File: src/slo_pkg.sv
// constants, register map and field layout for the serdes lane status/override bank
// assumes a single 250 MHz clock and a plain strobe register port
// Notes on behaviour
// - registers decode at base 0x800 plus offset
// - lane registers at 0x000..0x034, clock module at 0x420 and 0x428
// - status register shows power-up control inputs, read-only
// - with override on, the status tx boost field no longer shows the value in use
// - loss filter mode read-only in status bits 29:28
// - rx equalizer setting in status bits 23:21, reset 010
// - half-rate selection in status bit 16
// - tx boost code in status bits 9:6, reset 1011
// - boost code n gives -20log10(1-(n+0.5)/32) dB, code 0 none
// - override bit 31 puts only the tx boost bits 25:22 in force, resets to 0
// - tx boost override in bits 25:22, reset 0, same encoding
// - loss-of-signal output read-only at bit 2
// - loss filter 00 off, 11 heavy: 128 cycles of no signal; others reserved
package slo_pkg;

    localparam logic [11:0] BASE_ADDR        = 12'h800;
    localparam logic [11:0] OFS_TXRX_STAT    = 12'h000;
    localparam logic [11:0] OFS_OUT_STAT     = 12'h004;
    localparam logic [11:0] OFS_RX_TX_OVERRIDE_ENABLE      = 12'h008;
    localparam logic [11:0] OFS_PAT_GEN      = 12'h00C;
    localparam logic [11:0] OFS_PAT_MATCH    = 12'h02C;
    localparam logic [11:0] OFS_PHASE_ERR    = 12'h030;
    localparam logic [11:0] OFS_SCOPE_FI     = 12'h034;
    localparam logic [11:0] OFS_CLK_STAT     = 12'h420;
    localparam logic [11:0] OFS_CLK_TX_OVERRIDE_ENABLE     = 12'h428;
    localparam logic [11:0] OFS_IRQ_STATUS   = 12'h500;
    localparam logic [11:0] OFS_IRQ_MASK     = 12'h504;

    // status register field positions
    localparam int          LFM_LSB          = 28;
    localparam int          EQ_LSB           = 21;
    localparam int          HALF_RATE_BIT    = 16;
    localparam int          BOOST_LSB        = 6;
    localparam int          ALIGN_BIT        = 19;
    // override register field positions
    localparam int          OVR_EN_BIT       = 31;
    localparam int          OVR_BOOST_LSB    = 22;
    localparam int          PRESERVE_LSB     = 3;
    localparam int          LOST_BIT         = 2;

    localparam logic [1:0]  RST_STAT_HI      = 2'h1;
    localparam logic [5:0]  RST_STAT_MID     = 6'h20;
    localparam logic [2:0]  RST_EQ           = 3'h2;
    localparam logic [3:0]  RST_BOOST        = 4'hB;
    localparam logic [3:0]  RST_OVR_BOOST    = 4'h0;
    localparam logic [18:0] RST_PRESERVE     = 19'h00000;

    localparam logic [1:0]  LFM_OFF          = 2'h0;
    localparam logic [1:0]  LFM_HEAVY        = 2'h3;
    localparam int          HEAVY_CYCLES     = 128;
    localparam logic [7:0]  HEAVY_CNT        = 8'(HEAVY_CYCLES - 1);

    // interrupt events
    localparam int          EV_LOST          = 0;
    localparam int          EV_REGAIN        = 1;
    localparam int          EV_ERR           = 2;
    localparam int          EV_W             = 3;

    typedef struct packed {
        logic [1:0] loss_filter_mode;
        logic [2:0] rx_equalizer_setting;
        logic       align_en;
        logic       half_rate;
        logic [3:0] tx_boost;
    } slo_txrx_s;

    typedef struct packed {
        logic [11:0] addr;
        logic [31:0] wdata;
        logic        wr;
        logic        rd;
    } slo_req_s;

endpackage

File: src/slo_regs.sv
// serdes lane status/override register bank with loss filter and interrupt
// assumes power-up control inputs and raw loss pin are asynchronous to ref_clk_in
//
// Strobed register access was decided locally.
`timescale 1ns/100ps
module slo_regs
(
    input  wire logic              ref_clk_in,
    input  wire logic              arst_n_in,
    input  wire logic [11:0]       addr_in,
    input  wire logic [31:0]       wdata_in,
    input  wire logic              wr_in,
    input  wire logic              rd_in,
    input  wire slo_pkg::slo_txrx_s pwrup_in,
    input  wire logic              raw_signal_lost_in,
    output logic [31:0]            rdata_out,
    output logic [3:0]             tx_boost_out,
    output logic                   signal_lost_flag_out,
    output logic                   irq_out
);

    slo_pkg::slo_req_s req;
    assign req = '{addr: addr_in, wdata: wdata_in, wr: wr_in, rd: rd_in};

    // three-stage synchronisers; stage one only feeds stage two
    logic [10:0] pu_s1;
    logic [10:0] pu_s2;
    logic [10:0] pu_s3;
    logic        los_s1;
    logic        los_s2;
    logic        los_s3;
    // chains carry no reset: they refill while reset is held, so the capture
    // right after release sees live inputs and not cleared stages
    always_ff @(posedge ref_clk_in)
    begin
        pu_s1  <= pwrup_in;
        pu_s2  <= pu_s1;
        pu_s3  <= pu_s2;
        los_s1 <= raw_signal_lost_in;
        los_s2 <= los_s1;
        los_s3 <= los_s2;
    end

    // full-address decode helper, used by both read and write paths
    function automatic logic hit(input logic [11:0] a, input logic [11:0] ofs);
        hit = (a == (slo_pkg::BASE_ADDR + ofs));
    endfunction

    // power-up capture: taken once after reset release, when inputs settle
    typedef enum logic [1:0]
    {
        SLO_WAIT   = 2'b00,
        SLO_SETTLE = 2'b01,
        SLO_DONE   = 2'b10
    } slo_cap_e;

    slo_cap_e          cap_st;
    slo_cap_e          next_cap_st;
    slo_pkg::slo_txrx_s stat;
    slo_pkg::slo_txrx_s next_stat;
    logic              ovr_en;
    logic              next_ovr_en;
    logic [3:0]        ovr_boost;
    logic [3:0]        next_ovr_boost;
    logic [18:0]       preserve_on_write_field;
    logic [18:0]       next_preserve;
    logic [4:0]        ovr_rsvd;
    logic [4:0]        next_ovr_rsvd;

    // capture state and override register
    always_comb
    begin
        next_cap_st    = cap_st;
        next_stat      = stat;
        next_ovr_en    = ovr_en;
        next_ovr_boost = ovr_boost;
        next_preserve  = preserve_on_write_field;
        next_ovr_rsvd  = ovr_rsvd;
        unique case (cap_st)
            SLO_WAIT:
                next_cap_st = SLO_SETTLE;
            SLO_SETTLE:
            begin
                // wait for stages two and three to agree before sampling
                if (pu_s2 == pu_s3)
                begin
                    next_stat   = pu_s3;
                    next_cap_st = SLO_DONE;
                end
            end
            SLO_DONE:
                next_cap_st = SLO_DONE;
            default:
                next_cap_st = SLO_WAIT;
        endcase
        // status register has no write path at all
        if (req.wr && hit(req.addr, slo_pkg::OFS_OUT_STAT))
        begin
            next_ovr_en    = req.wdata[slo_pkg::OVR_EN_BIT];
            next_ovr_rsvd  = req.wdata[30:26];
            next_ovr_boost = req.wdata[slo_pkg::OVR_BOOST_LSB +: 4];
            next_preserve  = req.wdata[slo_pkg::PRESERVE_LSB +: 19];
        end
    end

    always_ff @(posedge ref_clk_in or negedge arst_n_in)
    begin
        if (!arst_n_in)
        begin
            cap_st                  <= SLO_WAIT;
            stat                    <= '{slo_pkg::LFM_OFF, slo_pkg::RST_EQ, 1'b0, 1'b0,
                                         slo_pkg::RST_BOOST};
            ovr_en                  <= 1'b0;
            ovr_boost               <= slo_pkg::RST_OVR_BOOST;
            preserve_on_write_field <= slo_pkg::RST_PRESERVE;
            ovr_rsvd                <= 5'h00;
        end
        else
        begin
            cap_st                  <= next_cap_st;
            stat                    <= next_stat;
            ovr_en                  <= next_ovr_en;
            ovr_boost               <= next_ovr_boost;
            preserve_on_write_field <= next_preserve;
            ovr_rsvd                <= next_ovr_rsvd;
        end
    end

    // loss filter: heavy mode needs 128 consecutive lost cycles
    logic [7:0] lost_cnt;
    logic [7:0] next_lost_cnt;
    logic       lost;
    logic       next_lost;
    logic       agreed_lost_q;
    logic       next_agreed;
    always_comb
    begin
        next_agreed   = (los_s2 == los_s3) ? los_s3 : agreed_lost_q;
        next_lost_cnt = lost_cnt;
        next_lost     = lost;
        unique case (stat.loss_filter_mode)
            slo_pkg::LFM_HEAVY:
            begin
                if (!agreed_lost_q)
                begin
                    next_lost_cnt = 8'h00;
                    next_lost     = 1'b0;
                end
                else if (lost_cnt == slo_pkg::HEAVY_CNT)
                    next_lost = 1'b1;
                else
                    next_lost_cnt = 8'(lost_cnt + 8'h01);
            end
            // off and reserved codes pass the flag straight through
            default:
            begin
                next_lost_cnt = 8'h00;
                next_lost     = agreed_lost_q;
            end
        endcase
    end

    always_ff @(posedge ref_clk_in or negedge arst_n_in)
    begin
        if (!arst_n_in)
        begin
            lost_cnt      <= 8'h00;
            lost          <= 1'b0;
            agreed_lost_q <= 1'b0;
        end
        else
        begin
            lost_cnt      <= next_lost_cnt;
            lost          <= next_lost;
            agreed_lost_q <= next_agreed;
        end
    end

    // interrupts: sticky status, write one to clear, set wins over clear
    logic [slo_pkg::EV_W-1:0] irq_stat;
    logic [slo_pkg::EV_W-1:0] next_irq_stat;
    logic [slo_pkg::EV_W-1:0] irq_mask;
    logic [slo_pkg::EV_W-1:0] next_irq_mask;
    logic [slo_pkg::EV_W-1:0] ev;
    logic                     lost_d;
    logic                     next_lost_d;
    logic                     bad_acc;
    always_comb
    begin
        next_lost_d = lost;
        bad_acc     = (req.wr || req.rd) && (req.addr[11:0] < slo_pkg::BASE_ADDR);
        ev          = '0;
        ev[slo_pkg::EV_LOST]   = lost && !lost_d;
        ev[slo_pkg::EV_REGAIN] = !lost && lost_d;
        ev[slo_pkg::EV_ERR]    = bad_acc;
        next_irq_stat = irq_stat;
        next_irq_mask = irq_mask;
        if (req.wr && hit(req.addr, slo_pkg::OFS_IRQ_STATUS))
            next_irq_stat = irq_stat & ~req.wdata[slo_pkg::EV_W-1:0];
        if (req.wr && hit(req.addr, slo_pkg::OFS_IRQ_MASK))
            next_irq_mask = req.wdata[slo_pkg::EV_W-1:0];
        next_irq_stat = next_irq_stat | ev;
    end

    always_ff @(posedge ref_clk_in or negedge arst_n_in)
    begin
        if (!arst_n_in)
        begin
            irq_stat <= '0;
            irq_mask <= '0;
            lost_d   <= 1'b0;
        end
        else
        begin
            irq_stat <= next_irq_stat;
            irq_mask <= next_irq_mask;
            lost_d   <= next_lost_d;
        end
    end

    // read mux and driven outputs; unmapped and unused offsets read zero
    logic [31:0] next_rdata;
    logic [31:0] stat_word;
    logic [31:0] ovr_word;
    logic [3:0]  next_boost;
    always_comb
    begin
        stat_word = '0;
        stat_word[31:30] = slo_pkg::RST_STAT_HI;
        stat_word[slo_pkg::LFM_LSB +: 2] = stat.loss_filter_mode;
        stat_word[slo_pkg::EQ_LSB +: 3]  = stat.rx_equalizer_setting;
        stat_word[slo_pkg::ALIGN_BIT]    = stat.align_en;
        stat_word[slo_pkg::HALF_RATE_BIT] = stat.half_rate;
        stat_word[15:10] = slo_pkg::RST_STAT_MID;
        stat_word[slo_pkg::BOOST_LSB +: 4] = stat.tx_boost;
        ovr_word = '0;
        ovr_word[slo_pkg::OVR_EN_BIT]       = ovr_en;
        ovr_word[30:26]                     = ovr_rsvd;
        ovr_word[slo_pkg::OVR_BOOST_LSB +: 4] = ovr_boost;
        ovr_word[slo_pkg::PRESERVE_LSB +: 19] = preserve_on_write_field;
        ovr_word[slo_pkg::LOST_BIT]         = lost;
        next_rdata = 32'h0000_0000;
        if (req.rd)
        begin
            if (hit(req.addr, slo_pkg::OFS_TXRX_STAT))
                next_rdata = stat_word;
            else if (hit(req.addr, slo_pkg::OFS_OUT_STAT))
                next_rdata = ovr_word;
            else if (hit(req.addr, slo_pkg::OFS_IRQ_STATUS))
                next_rdata = {29'h0, irq_stat};
            else if (hit(req.addr, slo_pkg::OFS_IRQ_MASK))
                next_rdata = {29'h0, irq_mask};
        end
        // status field keeps power-up value even while override drives the pin
        next_boost = ovr_en ? ovr_boost : stat.tx_boost;
    end

    always_ff @(posedge ref_clk_in or negedge arst_n_in)
    begin
        if (!arst_n_in)
        begin
            rdata_out            <= 32'h0000_0000;
            tx_boost_out         <= slo_pkg::RST_BOOST;
            signal_lost_flag_out <= 1'b0;
            irq_out              <= 1'b0;
        end
        else
        begin
            rdata_out            <= next_rdata;
            tx_boost_out         <= next_boost;
            signal_lost_flag_out <= lost;
            irq_out              <= |(next_irq_stat & next_irq_mask);
        end
    end

endmodule

File: config.mk
export PLATFORM = sky130hd
export DESIGN_NAME = slo_regs
export DESIGN_NICKNAME = d
export VERILOG_FILES = /design/src/slo_pkg.sv /design/src/slo_regs.sv
export SDC_FILE = /design/constraint.sdc
export NUM_CORES = 1
export LEC_CHECK = 0
export BUFFER_PORTS_ARGS = -buffer_cell sky130_fd_sc_hd__buf_2
export CAP_MARGIN = 25
export CORE_UTILIZATION = 55
export DETAILED_ROUTE_END_ITERATION = 8
export PLACE_DENSITY = 0.89
export SYNTH_ARGS = -nofsm -noshare
export SYNTH_HDL_FRONTEND = slang
export SYNTH_SLANG_ARGS = --single-unit
export TNS_END_PERCENT = 30
File: constraint.sdc
create_clock -name ref_clk_in -period 3.36 [get_ports ref_clk_in]
set_input_delay 1.008 -clock ref_clk_in [delete_from_list [all_inputs] [get_ports ref_clk_in]]
set_output_delay 1.008 -clock ref_clk_in [all_outputs]
set_load 0.01 [all_outputs]
==> run_results.csv, run 1 <==
group,metric,value,unit
clocking,clkTransAtPathRegs,0.06,ns
hold_path,min_path_type,"reg2reg",
placed_design,pre_cts_ws,0.517,ns
setup_path,critPathKind,"in2reg",
synth,synth-seq-cells,132,
cells_and_area,drive_above_1_share,43.7,%
setup_path,crit_path_start_kind,"primary input",
synth,async_reset_ff_share,72.7,%
die,die_x,93.9,um
placed_design,io_buffers,97,
detailed_routing,drtAntennaViolNets,0,
clocking,cts_max_path_buffers,2,
synth,synth_nets,387,
timing,hold_viol,0,
synth,yosysMostFrequentCell,"dfrtp_1",
grt,grt_max_degree,55,
synth,synth_largest_area_cell,"dfrtp_1",
detailed_routing,met2WireLength,4750,um
grt,grt_usage,22.6,%
cells_and_area,n_antenna_cell,0,
placed_design,place.gp.congestion,0.789,
grt,overflow,0,
timing,slew_headroom,57.0,%
timing,max_freq,428,MHz
power,power_density,608,mW/mm2
die,rows,33,
timing,fin_worst_skew,0.00698,ns
grt,antenna_found_initial,0,
setup_path,crit_path_end_kind,"register",
timing,worst_slack,1.02,ns
flow_run,cap_violations,0,
synth,yosys_most_used_dff,"dfrtp_1",
die,ios,98,
clocking,cts_sinks,132,
outcome,status,"complete, no violations",
timing,tns,0,ns
detailed_routing,wl,9050,um
synth,yosys_warnings,0,
die,die_area,0.00882,mm2
clocking,htree_levels,4,
grt,grt_pass1_vias,3095,
setup_path,cp.arrival,2.73,ns
power,p_leak,3.02,nW
grt,grt_pass1_wl,14700,um
detailed_routing,routed.top_layer,"met4",
synth,syn_area,0.00464,mm2
detailed_routing,drt-initial-drc-count,105,
die,start_util,56.8,%
synth,syn_inst,324,
timing,drv_slew,0,
clocking,cts_root_buf,"clkbuf_8",
detailed_routing,vias_per_cell,5.34,
die,die_h,93.9,um
synth,synthTopCellsByArea,"dfrtp_1 48%, dfxtp_1 16%, mux2_2 9.5%",
clocking,cts_buffers,17,
cells_and_area,final_nets,496,
clocking,tritoncts,"built",
timing,worst_pin_slew,0.645,ns
clocking,hold_buffers,0,
detailed_routing,m1WireLength,3670,um
synth,synth_cell_types,41,
cells_and_area,area_growth,25.1,%
synth,synth_top_area_share,48.0,%
setup_path,critical_path_required,3.75,ns
die,coreArea,0.00818,mm2
timing,rsz0062_at_grt,"no",
timing,fin_crit_sh,69.5,%
detailed_routing,route.met3.wl,517,um
placed_design,dp_hpwl,5970,um
synth,avgSynthCellArea,14.3,um2
detailed_routing,drc,0,
power,vdd_ir_drop_max,0.000394,V
synth,ys_top_cells_by_count,"89 x dfrtp_1, 39 x mux2_2, 36 x dfxtp_1, 26 x nor2_1, 17 x and3_1",
timing,fin_crit,2.34,ns
synth,yosysSeqAreaShare,67.4,%
timing,setup_violations,0,
setup_path,crit_path_max_fanout,29,
clocking,clk_latency,0.51,ns
clocking,post-cts-setup-buffer-count,0,
clocking,ctsResizeCount,0,
detailed_routing,wl_per_cell,16.4,um
synth,synth_edf_count,0,
detailed_routing,drt_first_pass_iters,4,
detailed_routing,dr_total_vias,2941,
cells_and_area,utilization,71.1,%
cells_and_area,n_fill_cell,549,
-- state kept, by name, indices dropped and copies added (netlist names), 2 cells and up --
name,flops
irq_stat,3
ovr_rsvd,5
stat,11
pu_s3,11
rdata_out,32
irq_mask,3
preserve_on_write_field,19
pu_s1,11
ovr_boost,4
pu_s2,11
tx_boost_out,4
cap_st,2
lost_cnt,8
-- report_power, final --
group / switching, mW / internal, mW / total (mW)
clock: 0.654 / 1.07 / 1.72
combinational: 0.0835 / 0.0751 / 0.159
sequential: 0.0258 / 1.63 / 1.65
-- layer usage --
layer	vias to the layer above	track usage (%)
met5	-	0
li1	1354	-
met3	14	7.20
met2	98	38.6
met4	0	10.3
met1	1475	25.9
-- layout make-up --
class	count	area (um2)	share of cell area, %
well taps	105	131	2.26
multi-input cells	174	1430	24.7
inverters	6	22.5	0.388
clock inverters	14	138	2.37
clock buffers	18	428	7.37
repair buffers	102	526	9.05
flip-flops and latches	132	3130	53.9
-- cell usage in the layout, fill, tap and decap left out, drive strengths merged, types with 4 or more instances in the layout --
master	n
dfxtp	36
nand4	6
dfstp	7
dfrtp	89
buf	102
and3	17
mux2	49
a21oi	5
nand2	4
nor2	26
xor2	7
inv	6
clkbuf	18
xnor2	8
clkinv	9
a22oi	11
nand3	6
mux2i	4
-- cells by family (layout without fill, tap and decap cells) --
| kind of cell | Yosys count | after routing | share of synthesized area (%) |
|---|---|---|---|
| compound gates | 26 | 26 | 3.83 |
| xor+xnor | 15 | 15 | 2.83 |
| fa+ha+maj | 4 | 4 | 1.02 |
| buf+inv | 18 | 140 | 1.86 |
| flops | 132 | 132 | 67.4 |
| mux | 53 | 53 | 13.6 |
| simple gates | 76 | 76 | 9.48 |
-- per-stage QoR --
| step | instance area, um2 | cells | total power, mW | hold slack [ns] |
|---|---|---|---|---|
| finish | 5810 | 551 | 3.53 | 0.325 |
| detailed placement | 5240 | 519 | 1.84 | 0.312 |
| global placement | 5240 | 519 | 1.82 | 0.311 |
| floorplan | 4640 | 324 | 1.75 | 0.310 |
| global route | 5810 | 551 | 3.65 | 0.331 |
| CTS | 5810 | 551 | 3.56 | 0.325 |
-- critical path: stages --
cell,delay [ns]
buf_2,0.10
nor3_1,0.40
nand3_2,0.20
nor4b_4,0.32
nand2_1,0.08
buf_4,0.27
mux2_4,0.35
-- final timing paths --
path	slack, ns	cells past startpoint	start	to
min in group asynchronous	0.51	1	arst_n_in	rdata_out[10]$_DFF_PN0_
worst min register to register	0.33	0	pu_s1[0]$_DFF_P_	pu_s2[0]$_DFF_P_
worst max-delay path	1.02	7	addr_in[1]	preserve_on_write_field[4]$_DFFE_PN0P_
worst min-delay path	0.33	0	pu_s1[0]$_DFF_P_	pu_s2[0]$_DFF_P_
worst max register to register	1.40	5	pu_s3[7]$_DFF_P_	stat[9]$_DFFE_PN0P_
max in group asynchronous	2.04	2	arst_n_in	stat[0]$_DFFE_PN1P_
No activity file was read; power rests on OpenSTA's default activity.
==> inputs of run 2 (changes only) <==
CORE_UTILIZATION = 54   (was 55)
PLACE_DENSITY = 0.88   (was 0.89)
clock period = 2.41 ns   (was 3.36 ns; I/O delays follow)
==> run_results.csv, run 2 (same netlist as run 1, synthesis figures left out) <==
group,metric,value,unit
timing,fin_worst_skew,0.00731,ns
setup_path,worstReg2RegStart,"pu_s3[7]$_DFF_P_",
clocking,htree_levels,4,
clocking,cts_buffers,17,
clocking,ctsResizeCount,0,
detailed_routing,wl,9740,um
placed_design,dp_hpwl,6040,um
grt,grt_pass1_vias,3086,
flow_run,cap_violations,0,
timing,rsz0062_at_grt,"no",
timing,hold_viol,0,
timing,tns,0,ns
power,p_leak,3.09,nW
detailed_routing,drc,0,
setup_path,cp.arrival,2.45,ns
cells_and_area,reg_top3,"rdata_out: 32 flops, preserve_on_write_field: 19 flops",
clocking,clkTransAtPathRegs,0.06,ns
grt,met1_usage,27.7,%
setup_path,path_cells,"xor2_1 > nor4_1 > nand4_1 > or3_1 > mux2_2",
grt,top_usage_layer,"met2",
grt,grt_pass1_wl,15400,um
detailed_routing,wl_per_cell,17.6,um
detailed_routing,drt-initial-drc-count,172,
cells_and_area,drive_above_1_share,44.4,%
cells_and_area,layout_commonest_cell,"buf_2",
grt,met3_usage,7.17,%
die,rows,33,
die,coreArea,0.00826,mm2
hold_path,min_path_type,"in2async",
setup_path,cpLargestDelayFamily,"simple AND/OR/NAND/NOR gates",
detailed_routing,drt_first_pass_iters,4,
timing,worst_pin_slew,0.562,ns
setup_path,critPathKind,"reg2reg",
setup_path,r2r_cells,5,
timing,worst_slack,0.360,ns
setup_path,r2r_setup_slack,0.36,ns
setup_path,r2r-end,"stat[9]$_DFFE_PN0P_",
power,power_density,882,mW/mm2
placed_design,place.gp.congestion,0.799,
die,ios,98,
clocking,cts_max_path_buffers,2,
setup_path,critical_path_required,2.81,ns
cells_and_area,regMostFlops,"rdata_out",
setup_path,path_buf_inv,0,
timing,setup_violations,0,
clocking,cts_sinks,132,
clocking,clk_latency,0.52,ns
clocking,tritoncts,"built",
clocking,hold_buffers,0,
timing,drv_slew,0,
setup_path,critPathMaxStageDelay,0.58,ns
outcome,status,"complete, no violations",
detailed_routing,vias_per_cell,5.37,
grt,grt_max_degree,43,
detailed_routing,drtAntennaViolNets,0,
placed_design,io_buffers,97,
die,die_x,94.7,um
grt,antenna_found_initial,0,
placed_design,pre_cts_ws,0.0207,ns
cells_and_area,n_antenna_cell,0,
cells_and_area,area_growth,27.6,%
timing,fin_crit,2.05,ns
timing,fin_crit_sh,85.1,%
grt,overflow,0,
timing,max_freq,488,MHz
die,die_h,94.7,um
setup_path,crit_path_max_fanout,11,
power,finalPower,5.23,mW
detailed_routing,dr_total_vias,2980,
power,vdd_ir_drop_max,0.000666,V
grt,grt.met2_usage,40.1,%
die,start_util,56.2,%
cells_and_area,final_cell_mix,"96 x buf_2, 89 x dfrtp_1, 39 x mux2_2, 36 x dfxtp_1, 26 x nor2_1",
setup_path,crit_path_end_kind,"register",
setup_path,crit_path_start_kind,"register",
grt,grt_usage,23.6,%
die,die_area,0.00898,mm2
timing,slew_headroom,62.5,%
cells_and_area,final_nets,500,
cells_and_area,largest_reg_flops,32,
setup_path,cp_slowest_cell,"or3_1",
clocking,post-cts-setup-buffer-count,0,
clocking,cts_root_buf,"clkbuf_8",
-- run 2: changes by cell type in the layout (fill, tap and decap cells not counted), moves of 2 or more --
cell	before	now
inv_8	0	2
clkinvlp_4	3	0
inv_6	0	4
clkinv_2	5	0
buf_12	0	2
buf_4	6	8
-- run 2: routing by layer --
metal	up-vias	part of all wire [%]
met5	-	0
met4	0	1.2
met3	15	6.2
met2	111	53
met1	1494	40
li1	1360	-
-- run 2: cell type report --
| class | instances | area (um2) |
|---|---|---|
| Sequential cell | 132 | 3130 |
| Fill cell | 553 | 2330 |
| Multi-Input combinational cell | 174 | 1430 |
| Timing Repair Buffer | 106 | 581 |
| Clock buffer | 18 | 439 |
| Clock inverter | 14 | 189 |
| Tap cell | 105 | 131 |
| Inverter | 6 | 22.5 |
-- run 2: worst max-delay path by stage --
stage	depth (start not counted)	end	from	slack, ns
global placement	7	preserve_on_write_field[3]$_DFFE_PN0P_	addr_in[5]	0.07
detailed placement	7	preserve_on_write_field[10]$_DFFE_PN0P_	addr_in[5]	0.02
CTS	5	stat[9]$_DFFE_PN0P_	pu_s3[7]$_DFF_P_	0.28
floorplan	7	preserve_on_write_field[10]$_DFFE_PN0P_	addr_in[1]	0.09
finish	5	stat[9]$_DFFE_PN0P_	pu_s3[7]$_DFF_P_	0.36
global route	5	stat[9]$_DFFE_PN0P_	pu_s3[7]$_DFF_P_	0.23
-- run 2: where the power goes --
group          internal [mW]  switching (mW)  leakage [nW]
logic                  0.107           0.118          1.18
registers               2.27          0.0370          1.59
clock network           1.67            1.03         0.310
total                   4.05            1.18          3.09
-- run 2: metrics by stage --
step           cell area [um2]  utilization, %  cells  hold WS, ns
2_1_floorplan             4640               -    324        0.310
3_3_place_gp              5300            64.2    523        0.311
3_5_place_dp              5300            64.2    523        0.312
4_1_cts                   5930            71.8    555        0.207
5_1_grt                   5930            71.8    555        0.224
6_report                  5930            71.8    555        0.196
==> inputs of run 3 (changes only) <==
ABC_AREA = 1   (was default)
CORE_MARGIN = 8   (was default)
PLACE_DENSITY = 0.87   (was 0.88)
SKIP_LAST_GASP = 1   (was default)
==> run_results.csv, run 3 <==
group,metric,value,unit
outcome,status,"complete, no violations",
synth,synth_xor_area_share,1.94,%
setup_path,r2r-end,"lost_cnt[4]$_DFFE_PN0P_",
synth,syn_area,0.00496,mm2
detailed_routing,drt-initial-drc-count,300,
timing,fin_worst_skew,0.0108,ns
detailed_routing,drtAntennaViolNets,0,
synth,synthAdderAreaFrac,0.959,%
grt,grt_pass1_vias,4151,
synth,yosys_warnings,0,
synth,yosysSeqAreaShare,63.2,%
die,die_h,112,um
synth,synth_top_area_share,44.9,%
synth,synth_nets,560,
timing,fin_crit,1.89,ns
clocking,cts_root_buf,"clkbuf_8",
synth,muxShareOfSynthArea,0,%
grt,antenna_found_initial,1,
timing,max_freq,529,MHz
clocking,tritoncts,"built",
setup_path,cpLargestDelayFamily,"flip-flops",
timing,tns,0,ns
cells_and_area,reg_top3,"rdata_out: 32 flops, preserve_on_write_field: 19 flops",
clocking,clk_latency,0.52,ns
setup_path,worstReg2RegStart,"lost_cnt[0]$_DFFE_PN0P_",
synth,synth-seq-cells,132,
detailed_routing,vias_per_cell,5.35,
detailed_routing,drt_first_pass_iters,5,
timing,rsz0062_at_grt,"no",
timing,setup_violations,0,
setup_path,crit_path_max_fanout,1,
clocking,ctsResizeCount,0,
timing,fin_crit_sh,78.5,%
setup_path,r2r_setup_slack,0.63,ns
grt,grt_max_degree,56,
setup_path,critPathMaxStageDelay,0.53,ns
grt,grt_usage,19.2,%
clocking,htree_levels,4,
cells_and_area,final_cell_mix,"127 x nand2_1, 96 x buf_2, 89 x dfrtp_1, 64 x nand3_1, 36 x dfxtp_1",
clocking,cts_buffers,17,
synth,yosysMostFrequentCell,"nand2_1",
die,start_util,54.7,%
setup_path,crit_end,"tx_boost_out[1]",
synth,synth_largest_area_cell,"dfrtp_1",
power,p_leak,3.13,nW
setup_path,cp_slowest_cell,"dfstp_2",
grt,overflow,0,
timing,drv_slew,0,
cells_and_area,n_fill_cell,675,
detailed_routing,drc,0,
placed_design,dp_hpwl,7830,um
die,ios,98,
synth,synth_top_family_by_area,"simple AND/OR/NAND/NOR gates",
grt,grt_pass1_wl,19100,um
setup_path,r2r_cells,10,
synth,avgSynthCellArea,9.98,um2
setup_path,cp.arrival,1.17,ns
cells_and_area,final_nets,664,
cells_and_area,layout_commonest_cell,"nand2_1",
detailed_routing,dr_total_vias,3885,
detailed_routing,wl,11200,um
die,die_x,112,um
placed_design,io_buffers,97,
detailed_routing,wl_per_cell,15.5,um
placed_design,place.gp.congestion,0.875,
clocking,hold_buffers,0,
clocking,clkTransAtPathRegs,0.06,ns
timing,worst_pin_slew,0.471,ns
synth,async_reset_ff_share,72.7,%
power,finalPower,4.92,mW
synth,synthTopCellsByArea,"dfrtp_1 45%, dfxtp_1 15%, nand2_1 9.6%",
synth,yosys.area_share.simple,24.3,%
cells_and_area,drive_above_1_share,28.2,%
synth,synth_cell_types,36,
die,rows,35,
clocking,post-cts-setup-buffer-count,0,
clocking,cts_max_path_buffers,2,
cells_and_area,regMostFlops,"rdata_out",
setup_path,path_buf_inv,1,
setup_path,crit_path_end_kind,"output port",
die,coreArea,0.00906,mm2
synth,synth_edf_count,0,
setup_path,worst-path-stages,1,
setup_path,critPathKind,"reg2out",
power,vdd_ir_drop_max,0.000525,V
die,die_area,0.0125,mm2
setup_path,path_cells,"buf_2",
timing,slew_headroom,68.6,%
clocking,cts_sinks,132,
hold_path,min_path_type,"in2async",
setup_path,crit_path_start_kind,"register",
setup_path,startpoint,"tx_boost_out[1]$_DFF_PN1_",
flow_run,cap_violations,0,
timing,hold_viol,0,
synth,synth_compound_gate_area_share,4.34,%
cells_and_area,largest_reg_flops,32,
synth,ys_top_cells_by_count,"127 x nand2_1, 89 x dfrtp_1, 64 x nand3_1, 36 x dfxtp_1, 29 x nor2_1",
cells_and_area,area_growth,22.5,%
synth,syn_inst,497,
power,power_density,810,mW/mm2
setup_path,critical_path_required,1.69,ns
synth,yosys_most_used_dff,"dfrtp_1",
==> run 3: cell count changes after synthesis, moves of 10 or more <==
cell and delta:
inv_1 +19, nand2_1 +123, nand3_1 +59, and3_1 -17, a21oi_1 +12, mux2_2 -39
mux2_4 -10, nand4_1 +13, a22oi_1 -11
==> run 3: cell families (layout without fill, tap and decap cells) <==
group | Yosys count | in the layout
adders and majority gates | 4 | 4
DFF | 132 | 132
other | 0 | 1
and+or+nand+nor | 263 | 263
xor gates and xnor gates | 11 | 11
buffers and inverters | 50 | 167
AOI/OAI and AO/OA | 37 | 37
==> run 3: through the flow <==
stage / utilization [%] / cell area [um2] / setup slack [ns] / hold slack, ns / cells
finish: 67.0 / 6070 / 0.519 / 0.0525 / 726
detailed placement: 60.9 / 5520 / 0.207 / 0.313 / 693
global route: 67.0 / 6070 / 0.429 / 0.0520 / 726
CTS: 67.0 / 6070 / 0.501 / 0.0387 / 725
floorplan: - / 4960 / 0.707 / 0.310 / 497
global placement: 60.9 / 5520 / 0.277 / 0.310 / 693
==> run 3: worst min path at each step <==
stage,slack [ns],depth (start not counted),from,to
2_1_floorplan,0.31,0,los_s1$_DFF_P_,los_s2$_DFF_P_
3_3_place_gp,0.31,0,pu_s1[5]$_DFF_P_,pu_s2[5]$_DFF_P_
3_5_place_dp,0.31,0,los_s1$_DFF_P_,los_s2$_DFF_P_
4_1_cts,0.04,1,arst_n_in,preserve_on_write_field[13]$_DFFE_PN0P_
5_1_grt,0.05,1,arst_n_in,rdata_out[19]$_DFF_PN0_
6_report,0.05,1,arst_n_in,preserve_on_write_field[13]$_DFFE_PN0P_
==> run 3: where the power goes <==
group	internal, mW	switching (mW)	leakage (nW)	total, mW
registers	2.27	0.0378	1.57	2.31
logic	0.105	0.167	1.30	0.272
clock network	1.37	0.966	0.261	2.34
==> run 3: layer usage <==
metal / up-vias / routed length, um / track usage (%)
li1: 1831 / - / -
met1: 1873 / 4210 / 20.3
met2: 150 / 6010 / 33.3
met3: 31 / 725 / 4.92
met4: 0 / 296 / 12.2
met5: - / 0 / 0
==> run 3: cell type report <==
type | instances | area, um2 | share of cell area [%]
Sequential cell | 132 | 3130 | 51.6
Multi-Input combinational cell | 315 | 1560 | 25.8
Timing Repair Buffer | 108 | 583 | 9.60
Clock buffer | 17 | 414 | 6.82
Tap cell | 111 | 139 | 2.29
Clock inverter | 15 | 133 | 2.18
Inverter | 27 | 106 | 1.75
Antenna cell | 1 | 2.50 | 0.0412
